==> src/inc/smoke_seq_pkg.sv <==
// Shared timing constants and schedule slots for the smoke alarm signal sequencer.
package smoke_seq_pkg;
   localparam int CLK_PERIOD_NS = 10;
   localparam int OSC_PERIOD_NS = 10_500_000;
   localparam int IR_WIDTH_NS = 105_000;
   localparam int IR_GUARD_NS = 10_000;
   localparam int TONE_HALF_NS = 156_000;
   localparam int OSC_CYCLES = OSC_PERIOD_NS / CLK_PERIOD_NS;
   localparam int IR_CYCLES = (IR_WIDTH_NS + CLK_PERIOD_NS - 1) / CLK_PERIOD_NS;
   localparam int IR_GUARD_CYCLES = (IR_GUARD_NS + CLK_PERIOD_NS - 1) / CLK_PERIOD_NS;
   localparam int TONE_HALF_CYCLES = TONE_HALF_NS / CLK_PERIOD_NS;
   localparam int CHAIN_W = 12;
   localparam logic [4:0] STB_SLOT = 5'h1c;
   localparam logic [4:0] HORN_ON_SLOTS = 5'h18;
   localparam logic [5:0] SAMPLE_SLOT = 6'h20;
   localparam logic [11:0] LOWSUP_CHIRP_SLOT = 12'h000;
   localparam logic [11:0] CHAMBER_CHIRP_SLOT = 12'h800;
   localparam logic [11:0] STANDBY_LAMP_SLOT = 12'h000;
endpackage

==> src/rtl/smoke_alarm_signal_sequencer.sv <==
// Emitter, lamp, horn and interconnect sequencing of a smoke detector, all paced by one timebase.
`timescale 1ns/1ps
// Operation
// - The ir_emitter_drive output goes high for one pulse of the fast-phase width, nominally 105 us.
// - The ir_emitter_drive output is never high while the status lamp or either horn output is active.
// - Each emitter pulse sits near the end of its strobe window for smoke, chamber and button tests.
// - A rising edge on the interconnect input sets a flag that is sampled about every 672 ms (64 timebase periods) in standby.
// - Local smoke or button test makes the device source current on the interconnect line.
// - While the device sources the interconnect line, every input indication from it is ignored.
// - After power-on reset the interconnect line is disabled as both driver and input.
// - Local or remote smoke sounds a modulated tone on the horn pair for 24 of every 32 timebase periods.
// - Low supply or degraded chamber sounds only a short single chirp as the trouble indication.
// - The emitter period is 1024 timebase periods for smoke and chamber tests and 32 for button test.
// - A rising interconnect edge without local smoke starts the remote alarm within 800 ms.
// - The trouble chirp repeats every 4096 timebase periods and lasts one period.
// - Each active-low status lamp pulse lasts exactly one timebase period.
module smoke_alarm_signal_sequencer import smoke_seq_pkg::*; #(
   parameter int OSC_C = OSC_CYCLES,
   parameter int IR_C = IR_CYCLES,
   parameter int GUARD_C = IR_GUARD_CYCLES,
   parameter int TONE_C = TONE_HALF_CYCLES
) (
   input wire logic mclk,
   input wire logic reset,
   input wire logic localSmoke,
   input wire logic buttonTest,
   input wire logic lowSupply,
   input wire logic chamberFault,
   input wire logic ioIn,
   output logic ioOut,
   output logic ioOe,
   output logic irEmitterDrive,
   output logic strobeOut,
   output logic statusLampN,
   output logic lampOe,
   output logic hornA,
   output logic hornB,
   output logic remoteSmoke
);
   localparam int PW = $clog2(OSC_C);
   localparam logic [PW-1:0] IR_START = PW'(OSC_C - IR_C - GUARD_C);
   localparam logic [PW-1:0] IR_STOP = PW'(OSC_C - GUARD_C);
   localparam int TW = $clog2(TONE_C + 1);
   localparam logic [TW-1:0] TONE_LAST = TW'(TONE_C - 1);

   initial begin
      if (OSC_C <= IR_C + GUARD_C + 2 || IR_C < 1 || GUARD_C < 1 || TONE_C < 2) begin
         $error("smoke_alarm_signal_sequencer timing parameters inconsistent");
      end
   end

   logic tick;
   logic [PW-1:0] phase;
   logic [4:0] syncA_r;
   logic [4:0] syncB_r;
   logic smokeS, buttonS, lowS, chamberS, ioS;
   logic [CHAIN_W-1:0] chain_r;
   logic ioEnable_r;
   logic ioPrev_r;
   logic ioEdge_r;
   logic strobe_r;
   logic lampOn_r;
   logic chirp_r;
   logic alarmOn_r;
   logic tone_r;
   logic [TW-1:0] toneCnt_r;
   logic sampleNow;
   logic alarm;
   logic sounding;
   logic irNxt;

   osc_tick_gen #(.PERIOD(OSC_C)) u_tick (
      .mclk(mclk),
      .reset(reset),
      .tick(tick),
      .phase(phase)
   );

   // Two-stage synchronisers for all pin inputs.
   always_ff @(posedge mclk or posedge reset) begin
      if (reset) begin
         syncA_r <= 5'h00;
         syncB_r <= 5'h00;
      end else begin
         syncA_r <= {ioIn, chamberFault, lowSupply, buttonTest, localSmoke};
         syncB_r <= syncA_r;
      end
   end

   assign smokeS = syncB_r[0];
   assign buttonS = syncB_r[1];
   assign lowS = syncB_r[2];
   assign chamberS = syncB_r[3];
   assign ioS = syncB_r[4];
   assign alarm = smokeS | remoteSmoke;
   assign sounding = alarmOn_r | chirp_r;
   assign sampleNow = tick && (chain_r[5:0] == SAMPLE_SLOT) && !smokeS;

   // Single timebase chain advanced once per timebase period.
   always_ff @(posedge mclk or posedge reset) begin
      if (reset) begin
         chain_r <= '0;
      end else if (tick) begin
         chain_r <= chain_r + 1'b1;
      end
   end

   // Interconnect stays dead until the first full timebase period after reset.
   always_ff @(posedge mclk or posedge reset) begin
      if (reset) begin
         ioEnable_r <= 1'b0;
      end else if (tick) begin
         ioEnable_r <= 1'b1;
      end
   end

   always_ff @(posedge mclk or posedge reset) begin
      if (reset) begin
         ioOut <= 1'b0;
         ioOe <= 1'b0;
      end else begin
         ioOut <= ioEnable_r && (smokeS || buttonS);
         ioOe <= ioEnable_r && (smokeS || buttonS);
      end
   end

   always_ff @(posedge mclk or posedge reset) begin
      if (reset) begin
         ioPrev_r <= 1'b0;
      end else begin
         ioPrev_r <= ioS;
      end
   end

   // Edge flag: a new edge wins over the sampling clear in the same cycle.
   always_ff @(posedge mclk or posedge reset) begin
      if (reset) begin
         ioEdge_r <= 1'b0;
      end else if (!ioEnable_r || ioOe) begin
         ioEdge_r <= 1'b0;
      end else if (ioS && !ioPrev_r) begin
         ioEdge_r <= 1'b1;
      end else if (sampleNow) begin
         ioEdge_r <= 1'b0;
      end
   end

   always_ff @(posedge mclk or posedge reset) begin
      if (reset) begin
         remoteSmoke <= 1'b0;
      end else if (!ioEnable_r || ioOe) begin
         remoteSmoke <= 1'b0;
      end else if (sampleNow) begin
         remoteSmoke <= ioEdge_r || (remoteSmoke && ioS);
      end
   end

   // Strobe window for smoke, chamber and button tests.
   always_ff @(posedge mclk or posedge reset) begin
      if (reset) begin
         strobe_r <= 1'b0;
      end else if (tick) begin
         strobe_r <= (chain_r[4:0] == STB_SLOT) && (buttonS || chain_r[9:5] == 5'h00);
      end
   end

   always_ff @(posedge mclk or posedge reset) begin
      if (reset) begin
         lampOn_r <= 1'b0;
      end else if (tick) begin
         if (smokeS || buttonS) begin
            lampOn_r <= (chain_r[5:0] == 6'h00);
         end else if (remoteSmoke) begin
            lampOn_r <= 1'b0;
         end else begin
            lampOn_r <= (chain_r == STANDBY_LAMP_SLOT);
         end
      end
   end

   always_ff @(posedge mclk or posedge reset) begin
      if (reset) begin
         chirp_r <= 1'b0;
      end else if (tick) begin
         chirp_r <= !alarm && ((lowS && chain_r == LOWSUP_CHIRP_SLOT) ||
                               (chamberS && chain_r == CHAMBER_CHIRP_SLOT));
      end
   end

   always_ff @(posedge mclk or posedge reset) begin
      if (reset) begin
         alarmOn_r <= 1'b0;
      end else if (tick) begin
         alarmOn_r <= alarm && (chain_r[4:0] < HORN_ON_SLOTS);
      end
   end

   always_ff @(posedge mclk or posedge reset) begin
      if (reset) begin
         toneCnt_r <= '0;
         tone_r <= 1'b0;
      end else if (toneCnt_r == TONE_LAST) begin
         toneCnt_r <= '0;
         tone_r <= ~tone_r;
      end else begin
         toneCnt_r <= toneCnt_r + 1'b1;
      end
   end

   always_ff @(posedge mclk or posedge reset) begin
      if (reset) begin
         hornA <= 1'b0;
         hornB <= 1'b0;
      end else begin
         hornA <= sounding && tone_r;
         hornB <= sounding && !tone_r;
      end
   end

   always_ff @(posedge mclk or posedge reset) begin
      if (reset) begin
         statusLampN <= 1'b1;
         lampOe <= 1'b0;
         strobeOut <= 1'b0;
      end else begin
         statusLampN <= !lampOn_r;
         lampOe <= lampOn_r;
         strobeOut <= strobe_r;
      end
   end

   // Emitter fires late in the strobe window and only when lamp and horn are idle.
   assign irNxt = strobe_r && (phase >= IR_START) && (phase < IR_STOP) && !lampOn_r && !sounding;

   always_ff @(posedge mclk or posedge reset) begin
      if (reset) begin
         irEmitterDrive <= 1'b0;
      end else begin
         irEmitterDrive <= irNxt;
      end
   end

   logic [31:0] irLen_r;
   logic [31:0] lampLen_r;
   always_ff @(posedge mclk or posedge reset) begin
      if (reset) begin
         irLen_r <= '0;
         lampLen_r <= '0;
      end else begin
         irLen_r <= irEmitterDrive ? irLen_r + 1 : 32'h00000000;
         lampLen_r <= !statusLampN ? lampLen_r + 1 : 32'h00000000;
      end
   end
endmodule

==> src/rtl/osc_tick_gen.sv <==
// Divides mclk into the timebase_oscillator period with a phase count and an end-of-period tick.
`timescale 1ns/1ps
module osc_tick_gen #(
   parameter int PERIOD = 1050000
) (
   input wire logic mclk,
   input wire logic reset,
   output logic tick,
   output logic [$clog2(PERIOD)-1:0] phase
);
   localparam int PW = $clog2(PERIOD);
   localparam logic [PW-1:0] LAST = PW'(PERIOD - 1);

   initial begin
      if (PERIOD < 4) begin
         $error("osc_tick_gen PERIOD too small");
      end
   end

   always_ff @(posedge mclk or posedge reset) begin
      if (reset) begin
         phase <= '0;
      end else if (phase == LAST) begin
         phase <= '0;
      end else begin
         phase <= phase + 1'b1;
      end
   end

   always_ff @(posedge mclk or posedge reset) begin
      if (reset) begin
         tick <= 1'b0;
      end else begin
         tick <= (phase == LAST - 1'b1);
      end
   end
endmodule

==> config.mk <==
export PLATFORM = sky130hd
export DESIGN_NAME = smoke_alarm_signal_sequencer
export DESIGN_NICKNAME = d
export VERILOG_FILES = /design/src/inc/smoke_seq_pkg.sv /design/src/rtl/smoke_alarm_signal_sequencer.sv /design/src/rtl/osc_tick_gen.sv
export SDC_FILE = /design/constraint.sdc
export NUM_CORES = 1
export LEC_CHECK = 0
export BUFFER_PORTS_ARGS = -buffer_cell sky130_fd_sc_hd__clkbuf_2
export CAP_MARGIN = 15
export CORE_MARGIN = 8
export CORE_UTILIZATION = 64
export CTS_CLUSTER_SIZE = 28
export DETAILED_ROUTE_END_ITERATION = 10
export PLACE_DENSITY = 0.88
export SYNTH_ARGS = -nofsm -noshare
export SYNTH_HDL_FRONTEND = slang
export SYNTH_SLANG_ARGS = --single-unit
==> constraint.sdc <==
create_clock -name mclk -period 3.3 [get_ports mclk]
set_clock_uncertainty 0.05 [all_clocks]
set_input_delay 0.33 -clock mclk [delete_from_list [all_inputs] [get_ports mclk]]
set_output_delay 0.33 -clock mclk [all_outputs]
set_load 0.01 [all_outputs]
==> metrics.txt <==
grt total ovfl 0; GRT Total Usage 16.5%; EDFF count, synth 0; syn_area_per_cell 10.9 um^2; CP startpoint kind register; top-count cell post-synth dfrtp_1; slack of the critical path 1.17 ns; Final GP Congestion 0.911; critical-path maximum fanout 8; Crit Path Class reg -> reg; dpl ws 1.17 ns; Max Cap Viol 0; async set-or-reset flop fraction in the synthesized netlist between 90% and 100%; initial core utilization between 60% and 70%; outcome finished, final reports clean; CTS tree built; clk sinks 74; post-synth top area cell dfrtp_1; die area 7630 um^2; Critical Path AT 2.30 ns; Worst Tran Pin Value 0.766 ns; Post-synth top cells dfrtp_1 (73), xnor2_1 (26), nor2_1 (24); pin count of the biggest net entering global routing 63; share of layout cells above drive strength 1 11.7%; mean number of vias per cell 5.56; synthesized area 3260 um^2; initial drt markers 139; final setup vio count 0; Layout Nets 333; TritonRoute pass-1 iters 5; headroom to the max-slew limit roughly 50%; Worst Hold Class in -> reg; core area 5010 um^2; Most used DFF post-synth dfrtp_1; CP required about 3.5 ns; DRC Markers 0; RSZ-0062 raised after global routing no; H-Tree Depth 3; WHS 0.0456 ns; Final period util 64.5%; first-pass GRT wire length 9650 um; clock latency on the worst-skew pair 0.34 ns; setup TNS 0 ns; fmax 470 MHz; PD cells approximately 450 nW/um^2; routed len/inst 14.0 um; Hold Path Stages 1; Mapped Cells 299; fin cells 395; die span in y around 87 um; number of global-route vias before repair around 2100; synthesis-stage register bit count between 70 and 80; Crit. End Element register; io pins 16; ANT cells 0; Worst R2R Path Depth 5; top cells by area, synth dfrtp_1 (56%), xnor2_1 (7.0%), xor2_1 (3.5%); die width 87.3 um; Cells after DPL approximately 380; vias 2195; Worst VDD drop 302 uV; warnings from Yosys 0; Syn Nets 312; post-synthesis sequential area ratio 56.9%; Netlist cell types approximately 40; I/O Buffers 15; clk buf depth 2; max-slew violations 0; Tmin final 2.13 ns; Rows 26; ANT nets after route 0; Area Overhead vs Synth 10.1%; Routed WL 5520 um; initial antenna violation count 0; HPWL after detailed placement 3900 um; Fin. Hold Viols 0; root buffer cell clkbuf_8; P_leak around 0.0016 uW; filler instances 376; total CTS buffers 9; CTS clk-pin slew, worst paths 0.07 ns; post-synth top area share 56.1%
-- layout make-up --
type / count / area, um^2 / share of cell area, %
repair buffers: 18 / 100 / 2.79
multi-input cells: 200 / 1280 / 35.8
clock inverters: 2 / 35.0 / 0.977
flip-flops and latches: 74 / 1850 / 51.7
inverters: 17 / 63.8 / 1.78
well taps: 70 / 87.6 / 2.44
clock buffers: 14 / 163 / 4.54
-- per-stage QoR --
step                power [uW]  area, um^2  util [%]
finish                    1630        3580      71.6
global route              1690        3580      71.6
CTS                       1650        3580      71.6
global placement           957        3380      67.4
floorplan                  948        3260         -
detailed placement         958        3380      67.4
-- worst paths after layout --
| path | start | endpoint | slack (ns) |
|---|---|---|---|
| setup reg to reg | toneCnt_r[4] | toneCnt_r[7] | 1.17 |
| hold reg to reg | syncA_r[4] | syncB_r[4] | 0.30 |
| setup / recovery | toneCnt_r[4] | toneCnt_r[7] | 1.17 |
| max in group asynchronous | reset | syncA_r[3] | 1.77 |
| hold / removal | ioIn | syncA_r[4] | 0.05 |
| min in group asynchronous | reset | lampOe | 0.40 |
-- cells by family (layout without fill, tap and decap cells) --
logic type | Yosys count | after routing | synth area share, %
AOI/OAI and AO/OA | 23 | 23 | 4.57
xor gates and xnor gates | 39 | 39 | 10.5
adders and majority gates | 6 | 6 | 2.30
buffers and inverters | 25 | 51 | 3.73
DFF | 74 | 74 | 56.9
muxes | 1 | 1 | 0.307
and+or+nand+nor | 131 | 131 | 21.7
-- cell usage in the layout, fill, tap and decap left out, types with 3 or more instances in the layout --
cell type and n:
nor4_1 10, nand4_1 14, ha_1 6, a21oi_1 6, nor2b_1 4, clkbuf_8 11, and3_1 4, nand3_1 19
nor2_1 24, nand3b_1 3, inv_1 16, o22ai_1 3, clkbuf_2 15, nand2_1 20, or4_1 3, dfrtp_1 73
nor3_1 12, o21ai_0 6, xnor2_1 26, clkbuf_1 3, xor2_1 13, nand2b_1 4
-- power by group --
group / switching, uW / internal, uW
logic: 18.1 / 5.50
registers: 3.07 / 914
clock network: 298 / 391
total: 319 / 1310
-- worst max-delay path, cell delays in order, from the launching register on --
cell      delay (ns)
dfrtp_1         0.43
or4b_1          0.53
nor4_1          0.55
buf_4           0.28
nand3b_1        0.11
nand3_1         0.07
-- state kept, by name (all words and copies together), names as in the netlist, 5 cells and up --
register	flops
u_tick.phase	21
toneCnt_r	14
chain_r	12
syncA_r	5
syncB_r	5
-- per-layer routing --
layer	up-vias	wire, um	track usage [%]
li1	1075	-	-
met1	1054	2530	20.5
met2	51	2650	25.1
met3	15	242	5.85
met4	0	95	7.34
met5	-	0	0
-- timing repair --
action,in CTS,in global routing
endpoints found under the hold margin,11,0
hold buffers,1,0
buffers inserted,0,0
gates resized for setup,0,0
No activity file was read; power rests on OpenSTA's default activity.
